## src/rtl/card_event_consts.vh

```
// Constants for the card status-change event and window-enable block
`ifndef CARD_EVENT_CONSTS_VH
`define CARD_EVENT_CONSTS_VH

// Register indexes inside one socket's compatibility register set
`define IDX_EVENT_FLAGS      6'h04
`define IDX_EVENT_MASK_ROUTE 6'h05
`define IDX_WINDOW_ENABLES   6'h06

// Address map: index space bit 6 picks the socket, memory copy at base + 800h
`define IDX_SOCKET_BIT       6
`define MEM_REGS_BASE        12'h800
`define MEM_REGS_BASE_HI     6'h20

// Flag and mask bit positions
`define BIT_DETECT_CHANGE    3
`define BIT_READY_RISE       2
`define BIT_BATTERY_LOW      1
`define BIT_BATTERY_DEAD     0
`define FLAG_BITS_USED       4'hf

// Route select field in the mask/route register
`define SEL_LSB              4
`define SEL_MSB              7
`define SEL_NONE             4'h0
`define SEL_MGMT_INT         4'h2

// Window enable register: bit 5 is reserved
`define WIN_WRITABLE         8'hdf

// Reset values
`define RST_FLAGS            4'h0
`define RST_MASK_ROUTE       8'h00
`define RST_WINDOWS          8'h00
`define RST_BYTE             8'h00

`endif

```

## src/rtl/pin_change_sync.v

```verilog
// Three-stage pin synchroniser with agreement filter and edge outputs
`timescale 1ns/1ps
module pin_change_sync (
	// Clock and reset
	input  wire i_clk,
	input  wire i_rst,
	// Asynchronous pin
	input  wire i_pin,
	// Filtered level and one-cycle edge pulses
	output reg  o_level,
	output reg  o_rise,
	output reg  o_fall
);

	reg s1_q;
	reg s2_q;
	reg s3_q;
	reg primed_q;

	// First stage feeds only the second stage
	always @(posedge i_clk or posedge i_rst) begin
		if (i_rst) begin
			s1_q <= 1'b0;
			s2_q <= 1'b0;
			s3_q <= 1'b0;
		end else begin
			s1_q <= i_pin;
			s2_q <= s1_q;
			s3_q <= s2_q;
		end
	end

	// Level changes only once stages two and three agree; the first load after reset is silent
	always @(posedge i_clk or posedge i_rst) begin
		if (i_rst) begin
			o_level  <= 1'b0;
			o_rise   <= 1'b0;
			o_fall   <= 1'b0;
			primed_q <= 1'b0;
		end else begin
			o_rise <= 1'b0;
			o_fall <= 1'b0;
			if (s2_q == s3_q) begin
				primed_q <= 1'b1;
				o_level  <= s3_q;
				if (primed_q && (s3_q != o_level)) begin
					o_rise <= s3_q;
					o_fall <= ~s3_q;
				end
			end
		end
	end

endmodule // pin_change_sync

```

## src/rtl/card_status_change_irq.v

```verilog
// Two-socket card status-change flags, masking, interrupt routing and window claim gating
`timescale 1ns/1ps
`include "card_event_consts.vh"
module card_status_change_irq (
	// Clock and reset
	input  wire        i_clk,
	input  wire        i_rst,
	// Register access: index space or memory-mapped copy
	input  wire        i_acc_mem,
	input  wire        i_acc_sock,
	input  wire [11:0] i_addr,
	input  wire        i_wr,
	input  wire        i_rd,
	input  wire [7:0]  i_wdata,
	output reg  [7:0]  o_rdata,
	output reg         o_rvalid,
	// Control bits held elsewhere, one per socket unless global
	input  wire        i_flag_clear_by_write,
	input  wire [1:0]  i_card_kind_select,
	input  wire [1:0]  i_ring_mode_enable,
	input  wire [1:0]  i_event_route_to_host_bus,
	// Card pins, one per socket
	input  wire [1:0]  i_card_detect_a,
	input  wire [1:0]  i_card_detect_b,
	input  wire [1:0]  i_card_ready,
	input  wire [1:0]  i_battery_low,
	input  wire [1:0]  i_card_status_signal,
	// Window hits from address compare, layout as window enable register
	input  wire [7:0]  i_win_hit_a,
	input  wire [7:0]  i_win_hit_b,
	output wire [1:0]  o_claim,
	// Interrupt outputs
	output reg  [15:0] o_host_irq,
	output reg         o_system_mgmt_interrupt,
	output reg         o_host_bus_irq
);

	// Register index match, shared by the address decode and the flag-clear decode
	function idx_match;
		input [5:0] idx;
		input [5:0] want;
		begin
			idx_match = (idx == want);
		end
	endfunction

	// Decode of an access into {hit, socket, index}
	function [7:0] decode_access;
		input        mem;
		input        sock;
		input [11:0] addr;
		reg   [5:0]  idx;
		reg          hit;
		reg          s;
		begin
			idx = addr[5:0];
			hit = 1'b0;
			s   = 1'b0;
			if (mem) begin
				s   = sock;
				hit = (addr[11:6] == `MEM_REGS_BASE_HI);
			end else begin
				s   = addr[`IDX_SOCKET_BIT];
				hit = (addr[11:7] == 5'h00);
			end
			if (!idx_match(idx, `IDX_EVENT_FLAGS) && !idx_match(idx, `IDX_EVENT_MASK_ROUTE) &&
				!idx_match(idx, `IDX_WINDOW_ENABLES)) begin
				hit = 1'b0;
			end
			decode_access = {hit, s, idx};
		end
	endfunction

	// Route select decode into {management interrupt, host IRQ lines}
	// Codes 0 and 2 never reach a host line, so lines 0 and 2 stay idle
	function [16:0] route_decode;
		input [3:0] sel;
		reg   [16:0] r;
		begin
			r = 17'h00000;
			if (sel == `SEL_MGMT_INT) begin
				r[16] = 1'b1;
			end else if (sel != `SEL_NONE) begin
				r[sel] = 1'b1;
			end
			route_decode = r;
		end
	endfunction

	wire [7:0] acc_dec;
	wire       acc_hit;
	wire       acc_sock;
	wire [5:0] acc_idx;

	assign acc_dec  = decode_access(i_acc_mem, i_acc_sock, i_addr);
	assign acc_hit  = acc_dec[7];
	assign acc_sock = acc_dec[6];
	assign acc_idx  = acc_dec[5:0];

	wire       acc_flags;
	wire       clr_by_rd;
	wire       clr_by_wr;

	assign acc_flags = acc_hit && idx_match(acc_idx, `IDX_EVENT_FLAGS);
	// Only one clear method is live at a time; the other leaves the flags alone
	assign clr_by_rd = acc_flags && i_rd && !i_flag_clear_by_write;
	assign clr_by_wr = acc_flags && i_wr && i_flag_clear_by_write;

	// Per-socket read values and interrupt requests
	wire [7:0]  flags_rd [0:1];
	wire [7:0]  mask_rd  [0:1];
	wire [7:0]  win_rd   [0:1];
	wire [1:0]  sock_event;
	wire [16:0] sock_route [0:1];
	wire [7:0]  win_hit  [0:1];

	assign win_hit[0] = i_win_hit_a;
	assign win_hit[1] = i_win_hit_b;

	genvar gs;
	generate
		for (gs = 0; gs < 2; gs = gs + 1) begin : sock
			wire       cda_lvl;
			wire       cda_rise;
			wire       cda_fall;
			wire       cdb_lvl;
			wire       cdb_rise;
			wire       cdb_fall;
			wire       rdy_lvl;
			wire       rdy_rise;
			wire       rdy_fall;
			wire       bl_lvl;
			wire       bl_rise;
			wire       bl_fall;
			wire       st_lvl;
			wire       st_rise;
			wire       st_fall;
			reg  [3:0] flags_q;
			reg  [3:0] flags_d;
			reg  [7:0] mask_q;
			reg  [7:0] win_q;
			reg  [3:0] set_ev;
			reg  [3:0] clr_ev;
			reg  [3:0] flags_vis;
			wire       io_card;
			wire       ring_mode;
			wire       sel_me;
			wire       wr_me;
			wire       rd_me;
			wire [3:0] sel_field;

			// Each pin passes the three-stage filter, so an edge reaches the flags five clocks later
			pin_change_sync u_sync_cda (
				.i_clk   (i_clk),
				.i_rst   (i_rst),
				.i_pin   (i_card_detect_a[gs]),
				.o_level (cda_lvl),
				.o_rise  (cda_rise),
				.o_fall  (cda_fall)
			);
			pin_change_sync u_sync_cdb (
				.i_clk   (i_clk),
				.i_rst   (i_rst),
				.i_pin   (i_card_detect_b[gs]),
				.o_level (cdb_lvl),
				.o_rise  (cdb_rise),
				.o_fall  (cdb_fall)
			);
			pin_change_sync u_sync_rdy (
				.i_clk   (i_clk),
				.i_rst   (i_rst),
				.i_pin   (i_card_ready[gs]),
				.o_level (rdy_lvl),
				.o_rise  (rdy_rise),
				.o_fall  (rdy_fall)
			);
			pin_change_sync u_sync_bl (
				.i_clk   (i_clk),
				.i_rst   (i_rst),
				.i_pin   (i_battery_low[gs]),
				.o_level (bl_lvl),
				.o_rise  (bl_rise),
				.o_fall  (bl_fall)
			);
			pin_change_sync u_sync_st (
				.i_clk   (i_clk),
				.i_rst   (i_rst),
				.i_pin   (i_card_status_signal[gs]),
				.o_level (st_lvl),
				.o_rise  (st_rise),
				.o_fall  (st_fall)
			);

			assign io_card   = i_card_kind_select[gs];
			assign ring_mode = i_ring_mode_enable[gs];
			assign sel_me    = acc_hit && (acc_sock == gs);
			assign wr_me     = sel_me && i_wr;
			assign rd_me     = sel_me && i_rd;
			assign sel_field = mask_q[`SEL_MSB:`SEL_LSB];

			// Event detection and clearing
			always @* begin
				set_ev = 4'h0;
				clr_ev = 4'h0;
				set_ev[`BIT_DETECT_CHANGE] = (cda_rise | cda_fall | cdb_rise | cdb_fall) &
					mask_q[`BIT_DETECT_CHANGE];
				set_ev[`BIT_READY_RISE] = rdy_rise & ~io_card & mask_q[`BIT_READY_RISE];
				set_ev[`BIT_BATTERY_LOW] = bl_rise & ~io_card & mask_q[`BIT_BATTERY_LOW];
				set_ev[`BIT_BATTERY_DEAD] = st_rise & ~ring_mode & mask_q[`BIT_BATTERY_DEAD];
				if (clr_by_wr && wr_me) begin
					clr_ev = i_wdata[3:0] & `FLAG_BITS_USED;
				end
				if (clr_by_rd && rd_me) begin
					clr_ev = `FLAG_BITS_USED;
				end
				// Set wins over clear so no event is lost
				flags_d = (flags_q & ~clr_ev) | set_ev;
			end

			// Visible flags: masked sources and card-kind exclusions read 0
			always @* begin
				flags_vis = flags_q & mask_q[3:0];
				if (io_card) begin
					flags_vis[`BIT_READY_RISE]  = 1'b0;
					flags_vis[`BIT_BATTERY_LOW] = 1'b0;
				end
				if (ring_mode) begin
					flags_vis[`BIT_BATTERY_DEAD] = st_lvl & mask_q[`BIT_BATTERY_DEAD];
				end
			end

			always @(posedge i_clk or posedge i_rst) begin
				if (i_rst) begin
					flags_q <= `RST_FLAGS;
					mask_q  <= `RST_MASK_ROUTE;
					win_q   <= `RST_WINDOWS;
				end else begin
					flags_q <= flags_d;
					if (wr_me && (acc_idx == `IDX_EVENT_MASK_ROUTE)) begin
						mask_q <= i_wdata;
					end
					if (wr_me && (acc_idx == `IDX_WINDOW_ENABLES)) begin
						win_q <= i_wdata & `WIN_WRITABLE;
					end
				end
			end

			assign flags_rd[gs]   = {4'h0, flags_vis};
			assign mask_rd[gs]    = mask_q;
			assign win_rd[gs]     = win_q;
			assign sock_event[gs] = |flags_vis;
			assign sock_route[gs] = i_event_route_to_host_bus[gs] ? 17'h00000 :
				route_decode(sel_field);
			assign o_claim[gs]    = |(win_hit[gs] & win_q & `WIN_WRITABLE);
		end
	endgenerate

	// Read data, one cycle after the read is taken
	reg [7:0] rd_sel;

	always @* begin
		rd_sel = `RST_BYTE;
		case (acc_idx)
			`IDX_EVENT_FLAGS: begin
				rd_sel = flags_rd[acc_sock];
			end
			`IDX_EVENT_MASK_ROUTE: begin
				rd_sel = mask_rd[acc_sock];
			end
			`IDX_WINDOW_ENABLES: begin
				rd_sel = win_rd[acc_sock];
			end
			default: begin
				rd_sel = `RST_BYTE;
			end
		endcase
		if (!acc_hit) begin
			rd_sel = `RST_BYTE;
		end
	end

	always @(posedge i_clk or posedge i_rst) begin
		if (i_rst) begin
			o_rdata  <= `RST_BYTE;
			o_rvalid <= 1'b0;
		end else begin
			o_rvalid <= i_rd;
			if (i_rd) begin
				o_rdata <= rd_sel;
			end
		end
	end

	// Interrupt routing, registered
	// Both sockets may pick the same line; their requests simply OR together
	wire [16:0] route_0;
	wire [16:0] route_1;

	assign route_0 = sock_event[0] ? sock_route[0] : 17'h00000;
	assign route_1 = sock_event[1] ? sock_route[1] : 17'h00000;

	always @(posedge i_clk or posedge i_rst) begin
		if (i_rst) begin
			o_host_irq              <= 16'h0000;
			o_system_mgmt_interrupt <= 1'b0;
			o_host_bus_irq          <= 1'b0;
		end else begin
			o_host_irq              <= route_0[15:0] | route_1[15:0];
			o_system_mgmt_interrupt <= route_0[16] | route_1[16];
			o_host_bus_irq          <= |(sock_event & i_event_route_to_host_bus);
		end
	end

endmodule // card_status_change_irq

```

## config.mk

```make
export PLATFORM = sky130hd
export DESIGN_NAME = card_status_change_irq
export DESIGN_NICKNAME = d
export VERILOG_FILES = /design/src/rtl/pin_change_sync.v /design/src/rtl/card_status_change_irq.v
export VERILOG_INCLUDE_DIRS = /design/src /design/src/rtl
export SDC_FILE = /design/constraint.sdc
export NUM_CORES = 1
export LEC_CHECK = 0
export ABC_AREA = 0
export BUFFER_PORTS_ARGS = -buffer_cell sky130_fd_sc_hd__buf_2
export CORE_ASPECT_RATIO = 1.4
export CORE_UTILIZATION = 35
export DETAILED_ROUTE_END_ITERATION = 8
export PLACE_DENSITY = 0.54
export SYNTH_ARGS = -nofsm -noshare
export SYNTH_HDL_FRONTEND = slang
export SYNTH_SLANG_ARGS = --single-unit
```

## constraint.sdc

```tcl
create_clock -name i_clk -period 4.7 [get_ports i_clk]
set_input_delay 0.94 -clock i_clk [delete_from_list [all_inputs] [get_ports i_clk]]
set_output_delay 0.94 -clock i_clk [all_outputs]
set_load 0.01 [all_outputs]
```

-- Yosys cells after proc, flatten, opt, wreduce, memory -nomap -nowiden
Index checks and enable logic that the tools add are counted.
W data, S select, Z words.
- word-level logic and storage cells: 260
- bits of input ports: 59
- register bits: 129
- mux-type cells: 64
- bitwise operators: 45
- equal/unequal tests: 26
- $lt $le $gt $ge: 5
- reductions and logical operators: 45
- operators by type and width (operator ; count):
    $mux W8 ; 9
    $mux W17 ; 4
    $mux W16 ; 4
    $mux W1 ; 37
    $logic_and A1 B1 Y1 ; 33
    $pmux W8 S3 ; 1
    $mux W4 ; 5
    $eq A6 B3 Y1 const B ; 3
    $and A1 B1 Y1 ; 16
    $and A4 B4 Y4 ; 4
    $and A8 B8 Y8 ; 2
    $or A16 B16 Y16 ; 1
    $reduce_or A7 Y1 ; 2
    $lt A4 B6 Y1 const B ; 2
    $eq A1 B1 Y1 ; 10
    $ne A1 B1 Y1 ; 10
    $not A1 Y1 ; 9
    $demux W1 S4 ; 2
    $eq A4 B2 Y1 const B ; 2
    $ge A4 B1 Y1 const B ; 2
    $not A4 Y4 ; 2
    $or A4 B4 Y4 ; 2
    $reduce_bool A4 Y1 ; 2
    $reduce_or A4 Y1 ; 2
    other kinds (9) ; 19

-- Logic depth before layout (Yosys ltp)
Gate-level depths: netlist (run 1).
- word-level depth: 14
- mapped depth: 7

-- Modules after synthesis
A second synthesis (run 1) with hierarchy kept.
- cell total of the unflattened synthesis: 424
- area total of the unflattened synthesis: 5397.7 sq um
- by module, submodules not included (module ; area each (sq um) ; cells an instance ; times used):
    card_status_change_irq ; 3145.5 ; 284 ; 1
    pin_change_sync ; 225.2 ; 14 ; 10

-- Worst setup path after synthesis (run 1)
No wires, ideal clock.
- kind: input -> register
- from: input port i_addr[7]
- to: register sock[0].flags_q[3]
- buffers on the path: 1
- arrival time: 2576 ps
- stages on the path: 6
- path slack: 2004 ps
- path through: nor4_2 -> o2111ai_4 -> or2_1 -> buf_2 -> or4_4 -> a31o_1
- word-level cells in the longest chain between the ends: 12
- elaborated cells between the ends (all ways): 19
- ends and longest elaborated chain (what ; RTL line ; text):
    start, declared ; card_status_change_irq.v:11 ; input wire [11:0] i_addr,
    $eq A6 B6 Y1 (no source line) or $logic_not A5 Y1 (tied branches) ; -- ;
    $mux W1 * ; card_status_change_irq.v:59 ; if (mem) begin
    $mux W1 * ; card_status_change_irq.v:66 ; if (!idx_match(idx, `IDX_EVENT_FLAGS) && !idx_match(idx, `IDX_EVENT_MASK_ROUTE) &&
    $logic_and A1 B1 Y1 ; card_status_change_irq.v:104 ; assign acc_flags = acc_hit && idx_match(acc_idx, `IDX_EVENT_FLAGS);
    $logic_and A1 B1 Y1 (2 in series) ; card_status_change_irq.v:107 ; assign clr_by_wr = acc_flags && i_wr && i_flag_clear_by_write;
    $logic_and A1 B1 Y1 ; card_status_change_irq.v:210 ; if (clr_by_wr && wr_me) begin
    $mux W4 ; card_status_change_irq.v:210 ;
    $mux W4 * ; card_status_change_irq.v:213 ; if (clr_by_rd && rd_me) begin
    $not A4 Y4 * ; card_status_change_irq.v:217 ; flags_d = (flags_q & ~clr_ev) | set_ev;
    $and A4 B4 Y4 * ; card_status_change_irq.v:217 ;
    $or A4 B4 Y4 * ; card_status_change_irq.v:217 ;
    net sock[0].flags_d[3] ; card_status_change_irq.v:139 ; reg [3:0] flags_d;
    end signal, assigned ; card_status_change_irq.v:234 ; flags_q <= `RST_FLAGS;
    end signal, assigned ; card_status_change_irq.v:238 ; flags_q <= flags_d;
    end, declared ; card_status_change_irq.v:138 ; reg [3:0] flags_q;
Mark *: on every way through the listed nets, which the timed path passes. The rest lies on a longest branch.
A chain may end at the register's enable or synchronous reset.

-- Worst setup path in the final report (run 1)
- from: input port i_addr[5]
- to: register sock[1].win_q[3]
- word-level cells in the longest chain between the ends: 8
- elaborated cells between the ends (all ways): 12
- ends and longest elaborated chain (what ; RTL line ; text):
    $eq A6 B3 Y1 ; card_status_change_irq.v:43 ; idx_match = (idx == want);
    $logic_not A1 Y1 ; card_status_change_irq.v:66 ;
    $logic_and A1 B1 Y1 (2 in series) ; card_status_change_irq.v:66 ;
    $mux W1 ; card_status_change_irq.v:66 ;
    $logic_and A1 B1 Y1 ; card_status_change_irq.v:196 ; assign sel_me = acc_hit && (acc_sock == gs);
    $logic_and A1 B1 Y1 ; card_status_change_irq.v:197 ; assign wr_me = sel_me && i_wr;
    $logic_and A1 B1 Y1 * ; card_status_change_irq.v:242 ; if (wr_me && (acc_idx == `IDX_WINDOW_ENABLES)) begin
    end signal, assigned ; card_status_change_irq.v:236 ; win_q <= `RST_WINDOWS;
    end signal, assigned ; card_status_change_irq.v:243 ; win_q <= i_wdata & `WIN_WRITABLE;
    end, declared ; card_status_change_irq.v:141 ; reg [7:0] win_q;
Every way passes the cells marked *; elsewhere a longest branch is shown, timed or not.

==> reports/metrics.yaml, run 1 <==
sta:
  relSlewSlack_pct: 35.9
  setup_tns_ns: 0
  worst_slew_pin_slew_ns: 0.954
  hold_viol: 0
  skew_ns: 0.00622
  worst_hold_slack_ns: 0.345
  rsz0062_at_grt: "no"
  finalSetupViolCount: 0
  final.min_clock_period_ns: 2.88
  max_freq_mhz: 348
  layout_worst_path_cycle_share_pct: 61.2
  maxSlewViolCount: 0
job:
  maxCapViolCount: 0
critical_path:
  critPathTopFamily: "simple AND/OR/NAND/NOR gates"
  crit_path_top_delay_cell: "nor4_2"
  crit_chain: "buf_2 -> nor4b_4 -> nand3b_1 -> nor4_2 -> mux2_2"
  rrSetupSlack_ns: 2.74
  path_class: "in -> reg"
  path_buf_inv: 1
  cp-end-kind: "flop"
  start_kind: "input port"
  crit_fanout: 9
  cp.required_ns: 4.99
  slowest_delay_ns: 0.85
  worst_ep_arrival_time_ns: 3.16
power_and_ir_drop:
  leakage_nw: 2.90
  irDropWorstVdd_v: 0.000194
  power_density_mw_per_mm2: 387
grt:
  track_usage_pct: 16.1
  grt_max_degree: 68
  grt_first_pass_wirelength_mm: 18.5
  antenna_found_initial: 0
  grt.overflow.total: 0
  grt_pass1_vias: 3554
synthesis:
  yosys_warnings: 0
  async_reset_ff_share_pct: 100
  avgSynthCellArea_um2: 13.9
  netlist_top_cells_area: "dfrtp_1 (63%), mux2_2 (7.3%), mux2i_1 (2.3%)"
  ys_dominant_reg_cell: "dfrtp_1"
  synth_top_area_share_pct: 62.7
  synth_largest_area_cell: "dfrtp_1"
  synth-seq-area-share_pct: 62.7
  netlist_area_mm2: 0.00511
  synth_edf_count: 0
  synth_seq_cells: 128
  synthCells: 369
  ys_types: 43
die:
  core_area_mm2: 0.0141
  die_x_um: 104
  initial_utilization_pct: 36.3
  io_pins: 88
  rows: 51
  die_area_mm2: 0.0151
  die_h_um: 145
drt:
  drc: 0
  wire_per_inst_um: 16.8
  routed_wl_mm: 11.2
  vias_per_cell: 5.09
  first_iter_violations: 113
  ant_nets: 0
  first_pass_iters: 4
  via_count: 3393
clock_network:
  ctsResizeCount: 0
  cts.sinks: 128
  numCtsBuffers: 17
  path_clk_slew_ns: 0.05
  clock_tree.root_cell: "clkbuf_16"
  post_cts_buffers: 0
  clk_latency_ns: 0.41
  cts_tree: "yes"
  htree_levels: 4
  clock_path_buffers: 2
  postCtsHoldBufs: 0
placed_design:
  dp_hpwl_mm: 8.16
  dpl_cell_area_mm2: 0.00577
  port_buffers: 84
  gp_congestion: 0.857
final_layout:
  syn2layout_area_growth_pct: 23.3
  final_cell_mix: "dfrtp_1 (128), buf_2 (84), mux2_2 (33)"
  final_area_mm2: 0.00631
  final_util_pct: 44.7
  final_common_cell: "dfrtp_1"
  n_antenna_cell: 0
  final_nets: 530
  drive_gt1_share_pct: 33.9
min_path:
  hp-class: "reg -> reg"
run_status:
  status: "completed"
-- Yosys cell counts, types with 5 or more instances --
cell type  instances
nand2_1           32
and4b_1           10
mux2i_1           12
a21oi_1           10
o2bb2ai_1          7
o22ai_1           16
nand3b_1           6
dfrtp_1          128
maj3_1            10
xor2_1            10
nand2b_1          14
inv_1              5
and3b_1            7
a31o_1             8
mux2_2            33
-- routing by layer --
| metal | share of wire, % | vias up | global-route usage (%) |
|---|---|---|---|
| li1 | - | 1593 | - |
| met1 | 40 | 1678 | 17.2 |
| met2 | 53 | 102 | 29.2 |
| met3 | 4.3 | 20 | 4.58 |
| met4 | 2.5 | 0 | 6.71 |
| met5 | 0 | - | 0 |
-- layout make-up --
| cell class | instances | area [µm²] |
|---|---|---|
| Fill cell | 1318 | 7800 |
| Sequential cell | 128 | 3200 |
| Multi-Input combinational cell | 232 | 1870 |
| Clock buffer | 23 | 478 |
| Timing Repair Buffer | 87 | 443 |
| Tap cell | 185 | 231 |
| Clock inverter | 6 | 60.1 |
| Inverter | 5 | 21.3 |
-- stage by stage --
| stage | setup WS (ns) | cells | power (mW) |
|---|---|---|---|
| 2_1_floorplan | 0.347 | 370 | 1.22 |
| 6_report | 1.82 | 666 | 2.44 |
| 5_1_grt | 1.71 | 666 | 2.54 |
| 3_5_place_dp | 1.33 | 637 | 1.28 |
| 4_1_cts | 1.77 | 666 | 2.48 |
| 3_3_place_gp | 1.36 | 637 | 1.27 |
-- logic make-up after synthesis --
| group | Yosys count | synth area share [%] |
|---|---|---|
| fa+ha+maj | 10 | 1.96 |
| flops | 128 | 62.7 |
| buf+inv | 10 | 0.857 |
| compound gates | 57 | 8.49 |
| mux | 45 | 9.62 |
| xor+xnor | 10 | 1.71 |
| simple gates | 108 | 14.6 |
| other cells | 1 | 0.0734 |
-- power by group --
part	internal (mW)	switching (mW)	leakage, nW	total [mW]
Sequential	1.13	0.0180	1.63	1.15
Clock	0.756	0.430	0.261	1.19
Combinational	0.0424	0.0611	1.01	0.103
Total	1.93	0.510	2.90	2.44
-- registers in the layout (all words and copies together), names as in the netlist, 8 cells and up --
| signal | count |
|---|---|
| o_rdata | 8 |
| sock.win_q | 14 |
| o_host_irq | 15 |
| sock.mask_q | 16 |
| sock.flags_q | 8 |
-- final timing paths --
check / start / endpoint / cells past startpoint
max: i_addr[5] / sock[1].win_q[3] / 5
min: sock[1].u_sync_st.s1_q / sock[1].u_sync_st.s2_q / 0
max reg2reg: sock[0].mask_q[2] / o_host_irq[1] / 4
min reg2reg: sock[1].u_sync_st.s1_q / sock[1].u_sync_st.s2_q / 0
max in group asynchronous: i_rst / o_rdata[5] / 3
min in group asynchronous: i_rst / sock[1].u_sync_bl.s1_q / 2
(Power assumes the default switching activity.)
==> run 2: changes to the inputs <==
Settings changed: PLACE_DENSITY 0.54 to 0.56.
Clock period 4.7 ns to 2.51 ns, I/O delays scaled along.
==> run 2 against run 1 <==
Against the previous run: global-route usage fell by 0.24 points; die area did not move; clock power rose by 110%; via count rose by 0.44%; cell area rose by 2.9%; critical endpoint is now sock[0].flags_q[0]; largest power group unchanged.
==> reports/metrics.yaml, run 2 (synthesized netlist as in run 1, its figures left out) <==
run_status:
  status: "completed"
critical_path:
  cp.required_ns: 2.80
  rrSetupSlack_ns: 0.55
  start_kind: "input port"
  cp-end-kind: "flop"
  crit_fanout: 4
  worst_ep_arrival_time_ns: 2.44
  path_class: "in -> reg"
clock_network:
  numCtsBuffers: 17
  clk_latency_ns: 0.41
  cts.sinks: 128
  path_clk_slew_ns: 0.06
  clock_tree.root_cell: "clkbuf_16"
  cts_tree: "yes"
  clock_path_buffers: 2
  post_cts_buffers: 0
  ctsResizeCount: 0
  htree_levels: 4
grt:
  grt.overflow.total: 0
  antenna_found_initial: 1
  grt_max_degree: 88
  grt_first_pass_wirelength_mm: 18.3
  grt_pass1_vias: 3636
  track_usage_pct: 15.8
die:
  core_area_mm2: 0.0141
  rows: 51
  die_area_mm2: 0.0151
  io_pins: 88
  die_h_um: 145
  initial_utilization_pct: 36.3
  die_x_um: 104
final_layout:
  final_cell_mix: "dfrtp_1 (128), buf_2 (84), mux2_2 (33)"
  largest_reg_flops: 16
  top_regs: "sock.mask_q x16, o_host_irq x15, sock.win_q x14"
  final_common_cell: "dfrtp_1"
  largest_register: "sock.mask_q"
  final_nets: 541
  final_util_pct: 46.0
  drive_gt1_share_pct: 35.6
  syn2layout_area_growth_pct: 26.9
placed_design:
  gp_congestion: 0.868
  port_buffers: 84
  dp_hpwl_mm: 8.12
drt:
  wire_per_inst_um: 16.4
  routed_wl_mm: 11.1
  via_count: 3408
  first_pass_iters: 4
  first_iter_violations: 126
  drc: 0
  vias_per_cell: 5.01
  ant_nets: 0
sta:
  maxSlewViolCount: 0
  layout_worst_path_cycle_share_pct: 85.7
  max_freq_mhz: 465
  finalSetupViolCount: 0
  final.min_clock_period_ns: 2.15
  skew_ns: 0.00720
  rsz0062_at_grt: "no"
  setup_tns_ns: 0
  worst_hold_slack_ns: 0.196
  hold_viol: 0
power_and_ir_drop:
  irDropWorstVdd_v: 0.000395
  power_mw: 4.85
  power_density_mw_per_mm2: 748
  leakage_nw: 2.98
min_path:
  hp-class: "in -> reg"
job:
  maxCapViolCount: 0
[run 2: cell types whose count changed in the layout (fill, tap and decap cells not counted), moves of 2 or more]
cell,before,now
clkinv_2,3,1
buf_4,3,11
buf_12,0,2
clkinvlp_4,2,6
bufinv_16,1,3
[run 2: path summary, 6_finish.rpt]
check / to / depth (start not counted) / startpoint
max in group asynchronous: sock[0].mask_q[4] / 4 / i_rst
min in group asynchronous: sock[1].u_sync_cda.s1_q / 3 / i_rst
max: sock[0].flags_q[0] / 6 / i_addr[5]
min reg2reg: sock[1].u_sync_cda.s2_q / 0 / sock[1].u_sync_cda.s1_q
min: sock[0].u_sync_cda.s1_q / 1 / i_card_detect_a[0]
max reg2reg: o_host_irq[8] / 4 / sock[0].mask_q[2]
[run 2: through the flow]
stage | cells | area [µm²] | worst slack [ns]
after CTS | 679 | 6490 | 0.360
final | 680 | 6490 | 0.358
after global routing | 679 | 6490 | 0.309
after detailed placement | 647 | 5870 | -0.0127
after floorplan | 370 | 5120 | 0.252
after global placement | 647 | 5870 | 0.00360
[run 2: final cells by class]
type,count,area (µm²)
Multi-Input combinational cell,232,1870
Clock buffer,22,474
Timing Repair Buffer,98,553
Clock inverter,9,133
Antenna cell,1,2.50
Tap cell,185,231
Sequential cell,128,3200
Fill cell,1260,7610
Inverter,5,22.5
[run 2: critical path, stage by stage]
cell and delay, ns:
buf_2 0.12, or4b_1 0.55, or4b_1 0.54, nor4_2 0.36, nand2_1 0.13, a31o_1 0.24
[run 2: repair_timing]
item / CTS / global route
hold buffers: 1 / 0
setup endpoints to repair: 0 / 0
endpoints found under the hold margin: 1 / 0
[run 2: power breakdown]
part           switching, mW  total [mW]  internal (mW)
registers             0.0341        2.15           2.12
clock network          0.869        2.50           1.63
logic                  0.115       0.199         0.0843
[run 2: metal layers]
metal | up-vias | wire length, µm | global-route usage (%)
li1 | 1617 | - | -
met3 | 19 | 509 | 4.63
met4 | 0 | 209 | 7.43
met2 | 100 | 5920 | 28.0
met1 | 1672 | 4500 | 17.3
met5 | - | 0 | 0
==> run 3: changes to the inputs <==
Settings changed: GPL_TIMING_DRIVEN set to 0.
==> run 3 against run 2 <==
Against the previous run: critical path depth is 1 lower; register-to-register slack got worse by 0.07 ns; clock power up 9.2%; core utilization up 0.32 points; worst hold slack got worse by 0.059 ns; sequential power barely moved; critical path type unchanged.
==> reports/metrics.yaml, run 3 (synthesized netlist as in run 1, its figures left out) <==
power_and_ir_drop:
  leakage_nw: 3.01
  power_frac_clock_pct: 53.6
  netSwitchingPower_mw: 1.06
  seq_power_share_pct: 42.4
  p_comb_share_pct: 4.1
  p_int_mw: 4.03
  power_density_mw_per_mm2: 779
  power_mw: 5.09
  swShare_pct: 20.8
  irDropWorstVdd_v: 0.000360
final_layout:
  drive_gt1_share_pct: 35.3
  final_cell_mix: "dfrtp_1 (128), buf_2 (86), mux2_2 (33)"
  largest_register: "sock.mask_q"
  n_antenna_cell: 0
  final_util_pct: 46.3
  largest_reg_flops: 16
  final_common_cell: "dfrtp_1"
  final_nets: 536
  top_regs: "sock.mask_q x16, o_host_irq x15, sock.win_q x14"
  fillers: 1257
  syn2layout_area_growth_pct: 27.8
  multi_input_area_mm2: 0.00189
  regArea_mm2: 0.00320
  final_area_mm2: 0.00653
grt:
  antenna_found_initial: 0
  track_usage_pct: 16.1
  use_met1_pct: 18.1
  grt_max_degree: 41
  grt_use_met2_pct: 27.7
  grt.overflow.total: 0
  top_usage_layer: "met2"
  gr-usage-met3_pct: 5.44
  grt_pass1_vias: 3601
  grt_first_pass_wirelength_mm: 18.6
clock_network:
  path_clk_slew_ns: 0.06
  numCtsBuffers: 17
  clock_path_buffers: 2
  htree_levels: 4
  cts_tree: "yes"
  cts.sinks: 128
  clock_tree.root_cell: "clkbuf_16"
  clk_latency_ns: 0.42
drt:
  wire_per_inst_um: 16.9
  first_pass_iters: 4
  vias_per_cell: 5.08
  via_count: 3428
  first_iter_violations: 147
  drc: 0
  ant_nets: 0
  routed_wl_mm: 11.4
sta:
  layout_worst_path_cycle_share_pct: 93.0
  finalSetupViolCount: 0
  relSlewSlack_pct: 48.6
  hold_viol: 0
  setup_slack_ns: 0.175
  skew_ns: 0.0108
  maxSlewViolCount: 0
  rsz0062_at_grt: "no"
  max_freq_mhz: 428
  final.min_clock_period_ns: 2.33
  worst_slew_pin_slew_ns: 0.767
die:
  die_area_mm2: 0.0151
  die_h_um: 145
  core_area_mm2: 0.0141
  die_x_um: 104
  initial_utilization_pct: 36.3
  io_pins: 88
  rows: 51
placed_design:
  dpl_cell_area_mm2: 0.00583
  port_buffers: 84
  dp_hpwl_mm: 8.30
  gp_congestion: 0.833
  pre_cts_ws_ns: -0.419
job:
  maxCapViolCount: 0
critical_path:
  path_class: "in -> reg"
  cp-end-kind: "flop"
  worst_ep_arrival_time_ns: 2.63
  crit_fanout: 9
  start_kind: "input port"
  cp.required_ns: 2.80
min_path:
  hp-class: "in -> async"
run_status:
  status: "completed"
-- run 3: worst paths after layout --
path,startpoint,endpoint,slack [ns],cells past startpoint
max in group asynchronous,i_rst,sock[0].u_sync_bl.s3_q,1.58,4
hold reg to reg,sock[1].u_sync_bl.s1_q,sock[1].u_sync_bl.s2_q,0.35,0
min in group i_clk,i_card_detect_a[0],sock[0].u_sync_cda.s1_q,0.19,1
setup reg to reg,sock[0].u_sync_st.o_level,o_host_irq[1],0.48,5
setup / recovery,i_addr[5],sock[0].win_q[6],0.18,5
hold / removal,i_rst,sock[1].u_sync_cda.s1_q,0.14,2
-- run 3: power groups by stage --
| stage | Clock, mW | Combinational [mW] | Sequential, mW |
|---|---|---|---|
| 4_1_cts | 2.78 | 0.210 | 2.15 |
| 6_report | 2.73 | 0.207 | 2.15 |
| 3_5_place_dp | 0 | 0.209 | 2.19 |
| 3_3_place_gp | 0 | 0.193 | 2.19 |
| 2_1_floorplan | 0 | 0.106 | 2.18 |
| 5_1_grt | 2.88 | 0.232 | 2.16 |
-- run 3: area by class of cell --
| cell class | instances | area share [%] |
|---|---|---|
| repair buffers | 88 | 7.66 |
| well taps | 185 | 3.54 |
| flip-flops and latches | 128 | 49.0 |
| clock inverters | 12 | 3.16 |
| inverters | 5 | 0.345 |
| plain buffers | 5 | 0.383 |
| multi-input cells | 232 | 28.9 |
| clock buffers | 20 | 6.99 |
-- run 3: metal layers --
layer,vias to the layer above,wire (µm)
li1,1605,-
met1,1699,4800
met2,106,5880
met3,18,549
met4,0,195
met5,-,0
-- run 3: worst max-delay path, cell delays in order --
cell and delay [ns]:
buf_2 0.12, nor4b_4 0.39, nand3b_1 0.46, nor3_2 0.73
mux2_2 0.41
-- run 3: what timing repair did --
item / CTS / global route
hold buffers: 0 / 0
endpoints found under the setup margin: 0 / 23
resized for setup: 0 / 3
setup buffers: 0 / 1
-- run 3: stage by stage --
| stage | instances | hold slack [ns] | setup TNS, ns |
|---|---|---|---|
| after global placement | 639 | 0.332 | -51.02 |
| after detailed placement | 642 | 0.335 | -11.80 |
| after global routing | 675 | 0.162 | 0 |
| after floorplan | 370 | 0.331 | 0 |
| final | 675 | 0.138 | 0 |
| after CTS | 674 | 0.144 | 0 |
